**config.mk**
```make
export PLATFORM = sky130hd
export DESIGN_NAME = ucn_dev_flat
export DESIGN_NICKNAME = d
export VERILOG_FILES = /design/src/pkg/ucn_pkg.sv /design/src/pkg/ucn_link_if.sv /design/src/hw/ucn_dev.sv /design/src/flat_wrapper.sv
export VERILOG_INCLUDE_DIRS = /design/src /design/src/pkg
export SDC_FILE = /design/constraint.sdc
export NUM_CORES = 1
export LEC_CHECK = 0
export ABC_AREA = 1
export BUFFER_PORTS_ARGS = -buffer_cell sky130_fd_sc_hd__clkbuf_2
export CAP_MARGIN = 5
export CORE_MARGIN = 2
export CORE_UTILIZATION = 40
export DETAILED_ROUTE_END_ITERATION = 8
export GPL_TIMING_DRIVEN = 1
export PLACE_DENSITY_LB_ADDON = 0.12
export SYNTH_ARGS = -nofsm -noshare
export SYNTH_HDL_FRONTEND = slang
export SYNTH_SLANG_ARGS = --single-unit
export TNS_END_PERCENT = 1
```
**constraint.sdc**
```tcl
create_clock -name mclk -period 3.7 [get_ports mclk]
set_clock_uncertainty 0.2 [all_clocks]
set_input_delay 0 -clock mclk [delete_from_list [all_inputs] [get_ports mclk]]
set_output_delay 0 -clock mclk [all_outputs]
set_load 0.01 [all_outputs]
```
**src/pkg/ucn_regs.svh**
```systemverilog
`ifndef UCN_REGS_SVH
`define UCN_REGS_SVH
// ************************************************************
// link addresses of the device registers
// ************************************************************
`define UCN_ADDR_EXT 4'h3
`define UCN_ADDR_FWD 4'h4
`define UCN_ADDR_SEL 4'h6
// field positions and writable masks
`define UCN_EXT_WIDE 0
`define UCN_EXT_PKT 1
`define UCN_FWD_LL 0
`define UCN_EXT_MASK 8'h03
`define UCN_FWD_MASK 8'h01
`define UCN_SEL_MASK 8'h7b
`define UCN_RST_VAL 8'h00
// ************************************************************
// forwarding and notification constants
// ************************************************************
`define UCN_LL_BAUD 24'd46921
`define UCN_PKT_FULL 9'd64
`define UCN_PKT_SHORT 9'd63
`define UCN_TMO_CHARS 2'd3
`define UCN_REQ_TYPE 8'b10100001
`define UCN_NTF_CODE 8'h20
`define UCN_IFACE 8'h00
`define UCN_NTF_LEN 16'h0002
`define UCN_NTF_LAST 4'd9
// ************************************************************
// host controller registers (axi4-lite byte offsets)
// ************************************************************
`define UCN_H_CMD 8'h00
`define UCN_H_RSP 8'h04
`define UCN_H_BAUD 8'h08
`define UCN_H_EVT 8'h0c
`define UCN_H_BULK 8'h10
`define UCN_H_NTF0 8'h14
`define UCN_H_NTF1 8'h18
`define UCN_H_NTF2 8'h1c
`define UCN_H_CMD_WR 16
`define UCN_FLAG_BIT 31
`endif

```
**src/pkg/ucn_pkg.sv**
```systemverilog
package ucn_pkg;
   typedef enum logic [0:0] {
      UCN_IDLE = 1'b0,
      UCN_SEND = 1'b1
   } ucn_ntf_st_t;

   typedef struct packed {
      logic [7:0] ext;
      logic [7:0] fwd;
      logic [7:0] sel;
      logic rsp_valid;
      logic [7:0] rsp_data;
      logic [5:0] s1;
      logic [5:0] s2;
      logic [5:0] s3;
      logic [5:0] pins;
      logic [3:0] line;
      logic [2:0] err;
      logic pend;
      ucn_ntf_st_t st;
      logic [3:0] idx;
      logic [15:0] status;
      logic [7:0] ntf_data;
      logic ntf_last;
      logic [8:0] rx_cnt;
      logic [1:0] idle;
      logic bulk_valid;
      logic [6:0] bulk_len;
   } ucn_dev_t;

   typedef struct packed {
      logic aw_ok;
      logic [7:0] aw_addr;
      logic w_ok;
      logic [31:0] w_data;
      logic bvalid;
      logic [1:0] bresp;
      logic rvalid;
      logic [1:0] rresp;
      logic [31:0] rdata;
      logic req_valid;
      logic req_write;
      logic [3:0] req_addr;
      logic [7:0] req_wdata;
      logic busy;
      logic [7:0] rsp;
      logic [23:0] baud;
      logic baud_wr;
      logic acm_cmd;
      logic bulk_req;
      logic bulk_new;
      logic [6:0] bulk_len;
      logic [79:0] ntf;
      logic [3:0] ntf_cnt;
      logic ntf_new;
   } ucn_host_t;
endpackage

```
**src/pkg/ucn_link_if.sv**
```systemverilog
`timescale 1ns/1ps
interface ucn_link_if;
   logic req_valid;
   logic req_write;
   logic [3:0] req_addr;
   logic [7:0] req_wdata;
   logic rsp_valid;
   logic [7:0] rsp_rdata;
   logic acm_cmd;
   logic baud_wr;
   logic [23:0] baud_rate;
   logic bulk_req;
   logic bulk_valid;
   logic [6:0] bulk_len;
   logic ntf_valid;
   logic [7:0] ntf_data;
   logic ntf_last;
   logic ntf_ready;

   modport dev (
      input req_valid, req_write, req_addr, req_wdata, acm_cmd, baud_wr, baud_rate, bulk_req, ntf_ready,
      output rsp_valid, rsp_rdata, bulk_valid, bulk_len, ntf_valid, ntf_data, ntf_last
   );
   modport hst (
      output req_valid, req_write, req_addr, req_wdata, acm_cmd, baud_wr, baud_rate, bulk_req, ntf_ready,
      input rsp_valid, rsp_rdata, bulk_valid, bulk_len, ntf_valid, ntf_data, ntf_last
   );
endinterface

```
**src/hw/ucn_dev.sv**
```systemverilog
// The address map and the AXI4-Lite slave port were chosen for this implementation.
`timescale 1ns/1ps
`include "ucn_regs.svh"
// Behaviour
// RQ1 - ext bit0 selects normal or wide mode
// RQ2 - ext bit1 selects 64 or 63 byte packets
// RQ3 - acm class command forces packet bit set
// RQ4 - software writes zero to ext bits 7:2
// RQ5 - baud below 46921 sets low latency
// RQ6 - faster baud: software sets low latency itself
// RQ7 - software rewrites low latency after baud change
// RQ8 - no low latency: forward at 64 or timeout
// RQ9 - low latency: next bulk in returns all (code returns at most the 64 or 63 byte packet size)
// RQ10 - select bits enable each pin status
// RQ11 - software keeps select bits 2,7 zero
// RQ12 - packet opens with a1 then 20
// RQ13 - value zero, index interface zero
// RQ14 - length two, two data bytes follow
// RQ15 - d6 overrun, d5 parity, d4 framing
// RQ16 - d3..d0 live ring, break, dsr, carrier
// RQ17 - high byte carries selected pin states
// RQ18 - masked input pin change queues notification
// RQ19 - unselected pin positions sent as zero
// RQ20 - registers reset to zero
module ucn_dev
   import ucn_pkg::*;
(
   input wire logic mclk,
   input wire logic rst,
   ucn_link_if.dev link,
   input wire logic ring_pin_io,
   input wire logic carrier_pin_io,
   input wire logic dsr_pin_io,
   input wire logic dtr_pin_io,
   input wire logic cts_pin_io,
   input wire logic rts_pin_io,
   input wire logic [5:0] pin_dir,
   input wire logic [5:0] pin_int_mask,
   input wire logic rx_push,
   input wire logic char_tick,
   input wire logic err_overrun,
   input wire logic err_parity,
   input wire logic err_framing,
   input wire logic ri_state,
   input wire logic brk_state,
   input wire logic dsr_state,
   input wire logic cd_state,
   output logic wide_en,
   output logic pkt_short,
   output logic low_lat
);
   ucn_dev_t s_r;
   ucn_dev_t s_nxt;
   logic [5:0] pin_raw;
   logic [3:0] line_now;
   logic [7:0] pin_pos;
   logic pin_evt;
   logic rx_due;
   logic [8:0] pkt_size;
   logic [8:0] fwd_len;
   logic [8:0] rx_sum;

   // ************************************************************
   // helper functions
   // ************************************************************
   // register select, shared by the write and read paths
   function automatic logic [1:0] reg_sel(input logic [3:0] a);
      case (a)
         `UCN_ADDR_EXT: reg_sel = 2'h1;
         `UCN_ADDR_FWD: reg_sel = 2'h2;
         `UCN_ADDR_SEL: reg_sel = 2'h3;
         default: reg_sel = 2'h0;
      endcase
   endfunction

   // notification byte by position, words sent low byte first
   function automatic logic [7:0] ntf_byte(input logic [3:0] i, input logic [15:0] st);
      case (i)
         4'h0: ntf_byte = `UCN_REQ_TYPE; // RQ12
         4'h1: ntf_byte = `UCN_NTF_CODE; // RQ12
         4'h2: ntf_byte = 8'h00; // RQ13
         4'h3: ntf_byte = 8'h00; // RQ13
         4'h4: ntf_byte = `UCN_IFACE; // RQ13
         4'h5: ntf_byte = 8'h00; // RQ13
         4'h6: ntf_byte = 8'(`UCN_NTF_LEN); // RQ14
         4'h7: ntf_byte = 8'h00; // RQ14
         4'h8: ntf_byte = st[7:0]; // RQ14
         4'h9: ntf_byte = st[15:8]; // RQ14
         default: ntf_byte = 8'h00;
      endcase
   endfunction

   // ************************************************************
   // pin and line inputs
   // ************************************************************
   assign pin_raw = {rts_pin_io, cts_pin_io, dtr_pin_io, dsr_pin_io, carrier_pin_io, ring_pin_io};
   assign line_now = {ri_state, brk_state, dsr_state, cd_state};
   // pin status at its select-bit position, bits 2 and 7 never carry a pin
   assign pin_pos = {1'b0, s_r.pins[5], s_r.pins[4], s_r.pins[3], s_r.pins[0], 1'b0, s_r.pins[2], s_r.pins[1]};

   // masked input change, one term per pin
   always_comb begin
      pin_evt = 1'b0;
      for (int i = 0; i < 6; i++) begin
         if (!pin_dir[i] && pin_int_mask[i] && s_r.s2[i] == s_r.s3[i] && s_r.s3[i] != s_r.pins[i]) begin
            pin_evt = 1'b1; // RQ18
         end
      end
   end

   // ************************************************************
   // receive forwarding
   // ************************************************************
   assign pkt_size = s_r.ext[`UCN_EXT_PKT] ? `UCN_PKT_SHORT : `UCN_PKT_FULL; // RQ2
   // low latency forwards any count, else a full packet or timeout
   assign rx_due = s_r.fwd[`UCN_FWD_LL] || s_r.rx_cnt >= `UCN_PKT_FULL || s_r.idle == `UCN_TMO_CHARS; // RQ8 RQ9
   assign fwd_len = !rx_due ? 9'd0 : (s_r.rx_cnt > pkt_size ? pkt_size : s_r.rx_cnt);
   assign rx_sum = s_r.rx_cnt + {8'h00, rx_push};

   // ************************************************************
   // next state
   // ************************************************************
   always_comb begin
      s_nxt = s_r;
      s_nxt.rsp_valid = 1'b0;
      s_nxt.bulk_valid = 1'b0;
      // three-stage pin synchroniser, a change counts once stages two and three agree
      s_nxt.s1 = pin_raw;
      s_nxt.s2 = s_r.s1;
      s_nxt.s3 = s_r.s2;
      for (int i = 0; i < 6; i++) begin
         if (s_r.s2[i] == s_r.s3[i]) begin
            s_nxt.pins[i] = s_r.s3[i];
         end
      end
      // register writes, hardware sets below win over a write in the same cycle
      if (link.req_valid && link.req_write) begin
         case (reg_sel(link.req_addr))
            2'h1: s_nxt.ext = link.req_wdata & `UCN_EXT_MASK; // RQ1 RQ2
            2'h2: s_nxt.fwd = link.req_wdata & `UCN_FWD_MASK;
            2'h3: s_nxt.sel = link.req_wdata & `UCN_SEL_MASK; // RQ10
            default: s_nxt.ext = s_nxt.ext;
         endcase
      end
      if (link.req_valid) begin
         s_nxt.rsp_valid = 1'b1;
         case (reg_sel(link.req_addr))
            2'h1: s_nxt.rsp_data = s_r.ext;
            2'h2: s_nxt.rsp_data = s_r.fwd;
            2'h3: s_nxt.rsp_data = s_r.sel;
            default: s_nxt.rsp_data = 8'h00;
         endcase
      end
      if (link.acm_cmd) begin
         s_nxt.ext[`UCN_EXT_PKT] = 1'b1; // RQ3
      end
      if (link.baud_wr && link.baud_rate < `UCN_LL_BAUD) begin
         s_nxt.fwd[`UCN_FWD_LL] = 1'b1; // RQ5
      end
      // held byte count and character-time idle counter
      s_nxt.rx_cnt = rx_sum;
      if (link.bulk_req) begin
         s_nxt.bulk_valid = 1'b1;
         s_nxt.bulk_len = fwd_len[6:0]; // RQ8 RQ9
         s_nxt.rx_cnt = rx_sum - fwd_len;
      end
      if (rx_push || s_nxt.rx_cnt == 9'd0) begin
         s_nxt.idle = 2'd0;
      end else if (char_tick && s_r.idle != `UCN_TMO_CHARS) begin
         s_nxt.idle = s_r.idle + 2'd1; // RQ8
      end
      // events to notify: the clear at packet start loses to a new event
      s_nxt.line = line_now;
      if (s_r.st == UCN_IDLE && s_r.pend) begin
         s_nxt.pend = 1'b0;
         s_nxt.err = 3'b000;
         s_nxt.st = UCN_SEND;
         s_nxt.idx = 4'h0;
         s_nxt.status[7] = 1'b0; // RQ15
         s_nxt.status[6:4] = s_r.err; // RQ15
         s_nxt.status[3:0] = line_now; // RQ16
         s_nxt.status[15:8] = s_r.sel & pin_pos; // RQ17 RQ19
         s_nxt.ntf_data = ntf_byte(4'h0, 16'h0000);
         s_nxt.ntf_last = 1'b0;
      end else if (s_r.st == UCN_SEND && link.ntf_ready) begin
         if (s_r.idx == `UCN_NTF_LAST) begin
            s_nxt.st = UCN_IDLE;
            s_nxt.ntf_last = 1'b0;
         end else begin
            s_nxt.idx = s_r.idx + 4'h1;
            s_nxt.ntf_data = ntf_byte(s_nxt.idx, s_r.status);
            s_nxt.ntf_last = (s_nxt.idx == `UCN_NTF_LAST);
         end
      end
      if (err_overrun) begin
         s_nxt.err[2] = 1'b1; // RQ15
      end
      if (err_parity) begin
         s_nxt.err[1] = 1'b1; // RQ15
      end
      if (err_framing) begin
         s_nxt.err[0] = 1'b1; // RQ15
      end
      if (err_overrun || err_parity || err_framing || line_now != s_r.line || pin_evt) begin
         s_nxt.pend = 1'b1; // RQ18
      end
   end

   // ************************************************************
   // state register
   // ************************************************************
   always_ff @(posedge mclk) begin
      if (rst) begin
         s_r <= '0;
         s_r.ext <= `UCN_RST_VAL; // RQ20
         s_r.fwd <= `UCN_RST_VAL; // RQ20
         s_r.sel <= `UCN_RST_VAL; // RQ20
         s_r.st <= UCN_IDLE;
      end else begin
         s_r <= s_nxt;
      end
   end

   // ************************************************************
   // outputs
   // ************************************************************
   assign link.rsp_valid = s_r.rsp_valid;
   assign link.rsp_rdata = s_r.rsp_data;
   assign link.bulk_valid = s_r.bulk_valid;
   assign link.bulk_len = s_r.bulk_len;
   assign link.ntf_valid = (s_r.st == UCN_SEND);
   assign link.ntf_data = s_r.ntf_data;
   assign link.ntf_last = s_r.ntf_last;
   assign wide_en = s_r.ext[`UCN_EXT_WIDE]; // RQ1
   assign pkt_short = s_r.ext[`UCN_EXT_PKT]; // RQ2
   assign low_lat = s_r.fwd[`UCN_FWD_LL];
endmodule

```
**src/flat_wrapper.sv**
```systemverilog
// flat-port wrapper written by rule: the top's interface ports become plain ports
module ucn_dev_flat import ucn_pkg::*;
  (mclk, rst, ring_pin_io, carrier_pin_io, dsr_pin_io, dtr_pin_io, cts_pin_io, rts_pin_io, pin_dir, pin_int_mask, rx_push, char_tick, err_overrun, err_parity, err_framing, ri_state, brk_state, dsr_state, cd_state, wide_en, pkt_short, low_lat, link_req_valid, link_req_write, link_req_addr, link_req_wdata, link_acm_cmd, link_baud_wr, link_baud_rate, link_bulk_req, link_ntf_ready, link_rsp_valid, link_rsp_rdata, link_bulk_valid, link_bulk_len, link_ntf_valid, link_ntf_data, link_ntf_last);
  ucn_link_if link_i ();
  input wire logic mclk;
  input wire logic rst;
  input wire logic ring_pin_io;
  input wire logic carrier_pin_io;
  input wire logic dsr_pin_io;
  input wire logic dtr_pin_io;
  input wire logic cts_pin_io;
  input wire logic rts_pin_io;
  input wire logic [5:0] pin_dir;
  input wire logic [5:0] pin_int_mask;
  input wire logic rx_push;
  input wire logic char_tick;
  input wire logic err_overrun;
  input wire logic err_parity;
  input wire logic err_framing;
  input wire logic ri_state;
  input wire logic brk_state;
  input wire logic dsr_state;
  input wire logic cd_state;
  output logic wide_en;
  output logic pkt_short;
  output logic low_lat;
  input wire logic [$bits(link_i.req_valid)-1:0] link_req_valid;
  input wire logic [$bits(link_i.req_write)-1:0] link_req_write;
  input wire logic [$bits(link_i.req_addr)-1:0] link_req_addr;
  input wire logic [$bits(link_i.req_wdata)-1:0] link_req_wdata;
  input wire logic [$bits(link_i.acm_cmd)-1:0] link_acm_cmd;
  input wire logic [$bits(link_i.baud_wr)-1:0] link_baud_wr;
  input wire logic [$bits(link_i.baud_rate)-1:0] link_baud_rate;
  input wire logic [$bits(link_i.bulk_req)-1:0] link_bulk_req;
  input wire logic [$bits(link_i.ntf_ready)-1:0] link_ntf_ready;
  output wire logic [$bits(link_i.rsp_valid)-1:0] link_rsp_valid;
  output wire logic [$bits(link_i.rsp_rdata)-1:0] link_rsp_rdata;
  output wire logic [$bits(link_i.bulk_valid)-1:0] link_bulk_valid;
  output wire logic [$bits(link_i.bulk_len)-1:0] link_bulk_len;
  output wire logic [$bits(link_i.ntf_valid)-1:0] link_ntf_valid;
  output wire logic [$bits(link_i.ntf_data)-1:0] link_ntf_data;
  output wire logic [$bits(link_i.ntf_last)-1:0] link_ntf_last;
  assign link_i.req_valid = link_req_valid;
  assign link_i.req_write = link_req_write;
  assign link_i.req_addr = link_req_addr;
  assign link_i.req_wdata = link_req_wdata;
  assign link_i.acm_cmd = link_acm_cmd;
  assign link_i.baud_wr = link_baud_wr;
  assign link_i.baud_rate = link_baud_rate;
  assign link_i.bulk_req = link_bulk_req;
  assign link_i.ntf_ready = link_ntf_ready;
  assign link_rsp_valid = link_i.rsp_valid;
  assign link_rsp_rdata = link_i.rsp_rdata;
  assign link_bulk_valid = link_i.bulk_valid;
  assign link_bulk_len = link_i.bulk_len;
  assign link_ntf_valid = link_i.ntf_valid;
  assign link_ntf_data = link_i.ntf_data;
  assign link_ntf_last = link_i.ntf_last;
  ucn_dev u_core (.mclk(mclk), .rst(rst), .link(link_i), .ring_pin_io(ring_pin_io), .carrier_pin_io(carrier_pin_io), .dsr_pin_io(dsr_pin_io), .dtr_pin_io(dtr_pin_io), .cts_pin_io(cts_pin_io), .rts_pin_io(rts_pin_io), .pin_dir(pin_dir), .pin_int_mask(pin_int_mask), .rx_push(rx_push), .char_tick(char_tick), .err_overrun(err_overrun), .err_parity(err_parity), .err_framing(err_framing), .ri_state(ri_state), .brk_state(brk_state), .dsr_state(dsr_state), .cd_state(cd_state), .wide_en(wide_en), .pkt_short(pkt_short), .low_lat(low_lat));
endmodule
```
# Word-level counts from Yosys, hierarchy flattened

Index checks and enable logic that the tools add are counted.

Muxes and demuxes: 36
Eq/ne operators: 30
Reductions and logical operators: 57
Bitwise gates (word level): 3
$lt $le $gt $ge: 3
Add/subtract/negate cells: 4

Operators by type and width:

| cell                   | number |
|---|---|
| $mux W9                | 6 |
| $pmux W8 S5            | 1 |
| $lt A24 B16 Y1 const B | 1 |
| $logic_and A1 B1 Y1    | 23 |
| $pmux W7 S3            | 1 |
| $reduce_bool A2 Y1     | 10 |
| $mux W18               | 1 |
| $mux W8                | 2 |
| $mux W1                | 15 |
| $mux W7                | 2 |
| $reduce_and A2 Y1      | 7 |
| $eq A4 B3 Y1 const B   | 3 |
| $eq A4 B4 Y1 const B   | 3 |
| $eq A2 B2 Y1 const B   | 5 |
| $mux W5                | 2 |
| $add A9 B1 Y9          | 1 |
| $ge A9 B7 Y1 const B   | 1 |
| $gt A9 B9 Y1           | 1 |
| $logic_not A9 Y1       | 1 |
| $sub A9 B9 Y9          | 1 |
| $mux W4                | 2 |
| $and A7 B7 Y7          | 1 |
| $logic_or A1 B1 Y1     | 7 |
| $eq A1 B1 Y1           | 6 |
| 15 further kinds       | 30 |

Input bits: 71
Register bits after elaboration: 98
Output and inout bits: 30

# Longest topological paths before layout

Gate-level depths: netlist (run 1).

Word-level depth: 12
Mapped depth: 23

# Worst setup path after synthesis (run 1)

Ideal clock, no wire load.

Path kind: register to register
Start point: reg u_core.s_r (netlist bit u_core.pkt_short)
End point: reg u_core.s_r[9] (netlist bit)
Stages on the path, launching flop included: 22
Path slack: 0.414 ns
Library setup time: 0.116 ns
Period minus slack after synthesis: 3.286 ns
Arrival time: 2.970 ns
Path through: dfxtp_1 inv_1 ha_1 nand4_1 nor3_4 nand2_1 nand3_2 nand3_4 nand3_1 inv_1 ha_1 fa_1 inv_1 nand3_1 nand2_1 nand3_1 nand3_1 nor2_1 nor2_1 nand4_1 nand2_1 nor2_1

Cells in the longest elaborated chain, start to end: 9

Ends and longest elaborated chain:

| element                        | line           | RTL |
|---|---|---|
| from (decl)                    | ucn_dev.sv:52  | `ucn_dev_t s_r;` |
| from (signal assigned)         | ucn_dev.sv:220 | `s_r <= s_nxt;` |
| $mux W7 (no line) (*)          | --             |  |
| $gt A9 B9 Y1                   | ucn_dev.sv:117 | `assign fwd_len = !rx_due ? 9'd0 : (s_r.rx_cnt > pkt_size ? pkt_size : s_r.rx_cnt);` |
| $mux W9 (*) (2 in a row)       | ucn_dev.sv:117 |  |
| net u_core.fwd_len[0]          | ucn_dev.sv:60  | `logic [8:0] fwd_len;` |
| $sub A9 B9 Y9 (*)              | ucn_dev.sv:165 | `s_nxt.rx_cnt = rx_sum - fwd_len;` |
| $mux W9 (*)                    | ucn_dev.sv:162 | `if (link.bulk_req) begin` |
| $logic_not A9 Y1 (*)           | ucn_dev.sv:167 | `if (rx_push \|\| s_nxt.rx_cnt == 9'd0) begin` |
| $logic_or A1 B1 Y1 (*)         | ucn_dev.sv:167 |  |
| $reduce_or A2 Y1 (no line) (*) | --             |  |

Mark *: on every way through the listed nets, which the timed path passes. The rest lies on a longest branch.
A chain may end at the register's enable or synchronous reset.

# Worst setup path after layout (run 1)

Start point: reg u_core.s_r (netlist bit u_core.pkt_short)
End point: reg u_core.s_r[8] (netlist bit)

Same word-level chain as after synthesis.

==> reports/results.tsv, run 1 <==
metric	value	unit
status	complete, no violations	
fin_crit	3.41	ns
final_max_slew_viol_count	0	
clkLatencyLatePin	0.34	ns
drtIter0Drc	190	
ioPinCount	101	
ys_seq_area_share	38.9	%
syn_area	4840	um2
reg2reg_to	u_core.s_r[8]$_SDFFE_PP0P_	
powerDensity	622	nW/um2
grt.total_usage	18.6	%
clock_sinks	94	
ys_types	45	
fillers	1206	
netlist_instances	677	
chipWidth	114	um
synth-edff-count	0	
post_cts_buffers	0	
power_leakage	2.90	nW
grt_max_degree	53	
worst_pin_slew	0.731	ns
critPathRequiredTime	3.73	ns
clk_path_buf_depth	2	
yosys_warnings	0	
cp-start-kind	flop	
diodes	0	
drive_gt1_share	18.1	%
area_delta_synth_final	25.4	%
synth.top_cell.area_share	38.9	%
start_util	40.7	%
dieArea	13000	um2
synth_seq_cells	94	
overflow	0	
mostFrequentLayoutCells	nand2_1, inv_1, clkbuf_2	
antenna_left	0	
synth.area.top_cells	dfxtp_1, nand2_1, inv_1	
dr.pass1.iters	5	
pre_cts_slack	0.198	ns
whs_path_depth	5	
path_clk_slew	0.07	ns
cap_violations	0	
final.period_utilization	92.2	%
dp_hpwl	8620	um
routed_wl	11600	um
drc_errors	0	
holdCritStartpoint	pin_dir[3]	
tns	0	ns
critPathLaunch	u_core.pkt_short$_SDFFE_PP0P_	
final_common_cell	nand2_1	
vias	4558	
syn_area_per_cell	7.15	um2
grt_pass1_wl	19400	um
regToRegStartpoint	u_core.pkt_short$_SDFFE_PP0P_	
hold_end	u_core.s_r[49]$_SDFFE_PP0P_	
antenna_found_initial	0	
async_flop_share	0	%
routabilityCongestion	0.875	
multi_input_area	2310	um2
core-area	11900	um2
finalHoldViolCount	0	
fin_nets	885	
rsz0062_at_grt	no	
cts_buffers	9	
end_kind	flop	
arrival	3.44	ns
cts.root.buffer_cell	clkbuf_16	
rrSetupSlack	0.29	ns
vdd.ir_drop.worst	0.347	mV
cts_tree	done	
register_area	1880	um2
maxSlewHeadroom	51.1	%
rows	40	
hold_path_class	in2reg	
reg2reg_depth	21	
numPortBuffers	96	
synthFlopType	dfxtp_1	
setup_viol	0	
die_h	114	um
cp_max_fo	7	
via_per_inst	4.83	
grt_pass1_vias	4287	
cts_max_level	3	
criticalPathCategory	reg2reg	
setup_ws	0.290	ns
maxClockFrequency	293	MHz
synth_top_cell_by_area	dfxtp_1	
wire_per_inst	12.3	um
[logic make-up (layout without fill, tap and decap cells)]
group,Yosys count,count (layout),share of synthesized area (%)
simple gates,282,282,26.2
buf+inv,148,266,13.5
compound gates,118,118,13.1
flops,94,94,38.9
fa+ha+maj,23,23,6.10
xor+xnor,8,8,1.60
other cells,2,3,0.155
mux,2,2,0.439
[critical path, stage by stage (launching register included)]
cell and delay, ns:
dfxtp_1 0.32, buf_4 0.15, ha_1 0.31, nand2_1 0.11, nor3_4 0.18, nand2_1 0.08, nand3_2 0.11, nand3_4 0.12
nand3_1 0.14, inv_1 0.06, ha_1 0.23, fa_1 0.39, inv_1 0.11, nand3_1 0.09, nand2_1 0.10, nand3_1 0.07
nand3_1 0.09, nor2_1 0.05, nor2_1 0.13, nand4_1 0.14, nand2_1 0.10, nor2_1 0.04
[power breakdown]
group          switching, mW  leakage [nW]  total, mW  internal, mW
Sequential            0.0753         0.772       1.18          1.10
Clock                  0.403         0.167       1.04         0.637
Combinational          0.980          1.96       1.56         0.579
Total                   1.46          2.90       3.78          2.32
[state kept, by name (all words and copies together), names as in the netlist, 6 cells and up]
name and flops:
u_core.s_r 48, u_core.pin_pos 6, u_core.link.rsp_rdata 6, u_core.link.ntf_data 8, u_core.link.bulk_len 7, u_core.s_nxt 12
[metal layers]
metal	global-route usage (%)	share of wire, %	up-vias
met1	24.4	48	2064
met4	5.37	0.89	0
li1	-	-	2377
met5	0	0	-
met2	31.0	46	110
met3	3.93	5.1	7
[cell usage after synthesis (all sizes together) (2+ instances only)]
master and instances:
nor2 68, a21oi 54, a31oi 3, nand3 46
nand3b 3, clkbuf 12, or2 2, xnor2 3
a211oi 6, nor3b 3, nand4 11, ha 22
buf 31, dfxtp 94, o21ai 48, conb 2
nor4 3, inv 105, o22ai 2, nand2 139
xor2 5, nor3 7
[area by class of cell]
cell class              count  share of cell area [%]
clock buffers              11                    4.16
clock inverters             5                    1.42
inverters                 105                    6.49
multi-input cells         436                    38.1
flip-flops and latches     94                    31.0
well taps                 147                    3.03
repair buffers            145                    15.8
[repair_timing]
| item | in CTS | in global routing |
|---|---|---|
| hold endpoints to repair | 47 | 0 |
| gates resized for setup | 0 | 2 |
| hold buffers | 45 | 0 |
| endpoints found under the setup margin | 0 | 2 |
[stage by stage]
| stage | hold WS [ns] | util (%) | instances | cell area [um2] | power (mW) |
|---|---|---|---|---|---|
| after global routing | 0.0828 | 51.0 | 943 | 6070 | 4.11 |
| after CTS | 0.0138 | 51.0 | 943 | 6070 | 3.81 |
| after global placement | -0.00185 | 44.3 | 882 | 5280 | 2.69 |
| final | 0.0240 | 51.0 | 943 | 6070 | 3.78 |
| after detailed placement | -0.00185 | 44.3 | 882 | 5280 | 2.72 |
| after floorplan | -0.0930 | - | 678 | 4850 | 2.40 |
[how the worst max path moves through the flow]
| stage | to | slack [ns] | cells after the start |
|---|---|---|---|
| floorplan | u_core.s_r[9]$_SDFFE_PP0P_ | 0.41 | 21 |
| global placement | u_core.s_r[8]$_SDFFE_PP0P_ | 0.29 | 21 |
| detailed placement | u_core.s_r[8]$_SDFFE_PP0P_ | 0.20 | 22 |
| CTS | u_core.s_r[8]$_SDFFE_PP0P_ | 0.18 | 22 |
| global route | u_core.s_r[8]$_SDFFE_PP0P_ | 0.004 | 22 |
| finish | u_core.s_r[8]$_SDFFE_PP0P_ | 0.29 | 21 |
(Power assumes the default switching activity.)
==> run 2: changes to the inputs <==
==> constraint.sdc (replaced) <==
create_clock -name mclk -period 4.1 [get_ports mclk]
set_clock_uncertainty 0.2 [all_clocks]
set_input_delay 0 -clock mclk [delete_from_list [all_inputs] [get_ports mclk]]
set_output_delay 0 -clock mclk [all_outputs]
set_load 0.01 [all_outputs]
==> reports/results.tsv, run 2 (synthesis gave the netlist of run 1 again) <==
metric	value	unit	change
tns	0	ns	unchanged
final.period_utilization	90.6	%	-1.6 points
register_area	1880	um2	about the same
cp-start-kind	flop		
powerDensity	553	nW/um2	-11%
area_delta_synth_final	24.7	%	
start_util	40.7	%	unchanged
violations	negative hold slack		
ioPinCount	101		unchanged
routed_wl	11800	um	+1.3%
clock_sinks	94		unchanged
cap_violations	0		unchanged
maxSlewHeadroom	50.9	%	-0.20 points
end_kind	flop		
use_met1	25.1	%	+0.65 points
use_met2	31.2	%	+0.24 points
cts.root.buffer_cell	clkbuf_16		
pre_cts_slack	0.320	ns	+0.122 ns
post-route-util	50.7	%	-0.25 points
cts_max_level	3		unchanged
arrival	3.76	ns	+0.32 ns
power_leakage	2.88	nW	-0.80%
setup_viol	0		unchanged
dp_hpwl	8580	um	-0.50%
antenna_found_initial	0		unchanged
cts_tree	done		
antenna_left	0		unchanged
drive_gt1_share	17.7	%	-0.35 points
worst_pin_slew	0.734	ns	+0.00295 ns
numPortBuffers	96		unchanged
clkLatencyLatePin	0.36	ns	+0.02 ns
grt.total_usage	19.2	%	+0.56 points
chipWidth	114	um	unchanged
regMostFlops	u_core.s_r		
final-instance-count-excl-fill	942		-0.11%
status	finished, violations left		
diodes	0		unchanged
total_power	3.34	mW	-11%
routabilityCongestion	0.845		-3.5%
fin_nets	885		unchanged
largest_reg_flops	48		unchanged
critPathRequiredTime	4.15	ns	+0.42 ns
dp_cells	881		-0.11%
setup_ws	0.387	ns	+0.0974 ns
maxClockFrequency	269	MHz	-8.1%
rsz0062_at_grt	no		
grt_pass1_vias	4308		+0.49%
clk_path_buf_depth	2		unchanged
mostFrequentLayoutCells	nand2_1, inv_1, clkbuf_2		
final_common_cell	nand2_1		
finalHoldViolCount	1		+1
fillers	1195		-0.91%
rows	40		unchanged
drtIter0Drc	196		+3.2%
final_max_slew_viol_count	0		unchanged
fin_crit	3.71	ns	+0.303 ns
criticalPathCategory	reg2reg		
hold_path_class	in2reg		
dr.pass1.iters	4		-1
hold_ws	-0.00912	ns	-0.0331 ns
path_clk_slew	0.07	ns	about the same
busiest_layer	met2		
vias	4525		-0.72%
multi_input_area	2310	um2	unchanged
vdd.ir_drop.worst	0.347	mV	-0.10%
drc_errors	0		unchanged
grt_max_degree	53		unchanged
dieArea	13000	um2	unchanged
grt_pass1_wl	19900	um	+2.6%
wire_per_inst	12.5	um	+1.4%
use_met3	4.41	%	+0.48 points
cp_max_fo	7		unchanged
cts_buffers	9		unchanged
overflow	0		unchanged
core-area	11900	um2	unchanged
via_per_inst	4.80		-0.62%
die_h	114	um	unchanged
[run 2: timing repair]
item	4_1_cts	5_1_grt
setup endpoints to repair	0	2
resized for setup	0	1
hold buffers	46	0
endpoints found under the hold margin	47	0
buffers inserted	0	0
[run 2: final timing paths]
path | startpoint | cells after the start | slack (ns) | end
hold reg to reg | u_core.s_nxt[69]$_SDFF_PP0_ | 2 | 0.20 | u_core.s_nxt[63]$_SDFF_PP0_
setup reg to reg | u_core.pkt_short$_SDFFE_PP0P_ | 21 | 0.39 | u_core.s_r[8]$_SDFFE_PP0P_
hold / removal | pin_int_mask[3] | 5 | -0.009 | u_core.s_r[49]$_SDFFE_PP0P_
setup / recovery | u_core.pkt_short$_SDFFE_PP0P_ | 21 | 0.39 | u_core.s_r[8]$_SDFFE_PP0P_
[run 2: stage by stage]
| step | hold WS (ns) | instance area (um2) |
|---|---|---|
| global route | 0.0709 | 6040 |
| global placement | -0.00658 | 5270 |
| detailed placement | -0.00305 | 5270 |
| CTS | 0.0167 | 6040 |
| floorplan | -0.0930 | 4850 |
| finish | -0.00912 | 6040 |
[run 2: area by class of cell]
| type | instances | share of cell area [%] |
|---|---|---|
| clock buffers | 11 | 4.18 |
| multi-input cells | 436 | 38.2 |
| clock inverters | 4 | 0.911 |
| repair buffers | 145 | 15.9 |
| inverters | 105 | 6.52 |
| flip-flops and latches | 94 | 31.1 |
| well taps | 147 | 3.04 |
[run 2: routing by layer]
layer / wire length (um) / vias to the layer above
li1: - / 2366
met2: 5410 / 112
met4: 150 / 0
met5: 0 / -
met1: 5640 / 2036
met3: 593 / 11
[run 2: power by group]
| part | total (mW) | internal, mW | switching [mW] |
|---|---|---|---|
| Sequential | 1.06 | 0.994 | 0.0713 |
| Combinational | 1.41 | 0.522 | 0.889 |
| Clock | 0.867 | 0.506 | 0.362 |
| Total | 3.34 | 2.02 | 1.32 |
[run 2: worst max-delay path: stages, from the launching register on]
cell     delay [ns]
dfxtp_1        0.47
inv_2          0.14
ha_1           0.34
nand4_1        0.17
nor3_4         0.16
nand2_1        0.09
nand3_2        0.12
nand3_4        0.12
nand3_1        0.14
inv_1          0.06
ha_1           0.23
fa_1           0.39
inv_1          0.11
nand2_1        0.06
nand3_1        0.08
o21ai_0        0.13
nor2_1         0.13
nand3_1        0.10
nor2_1         0.10
nand4_1        0.13
nand2_1        0.11
nor2_1         0.04
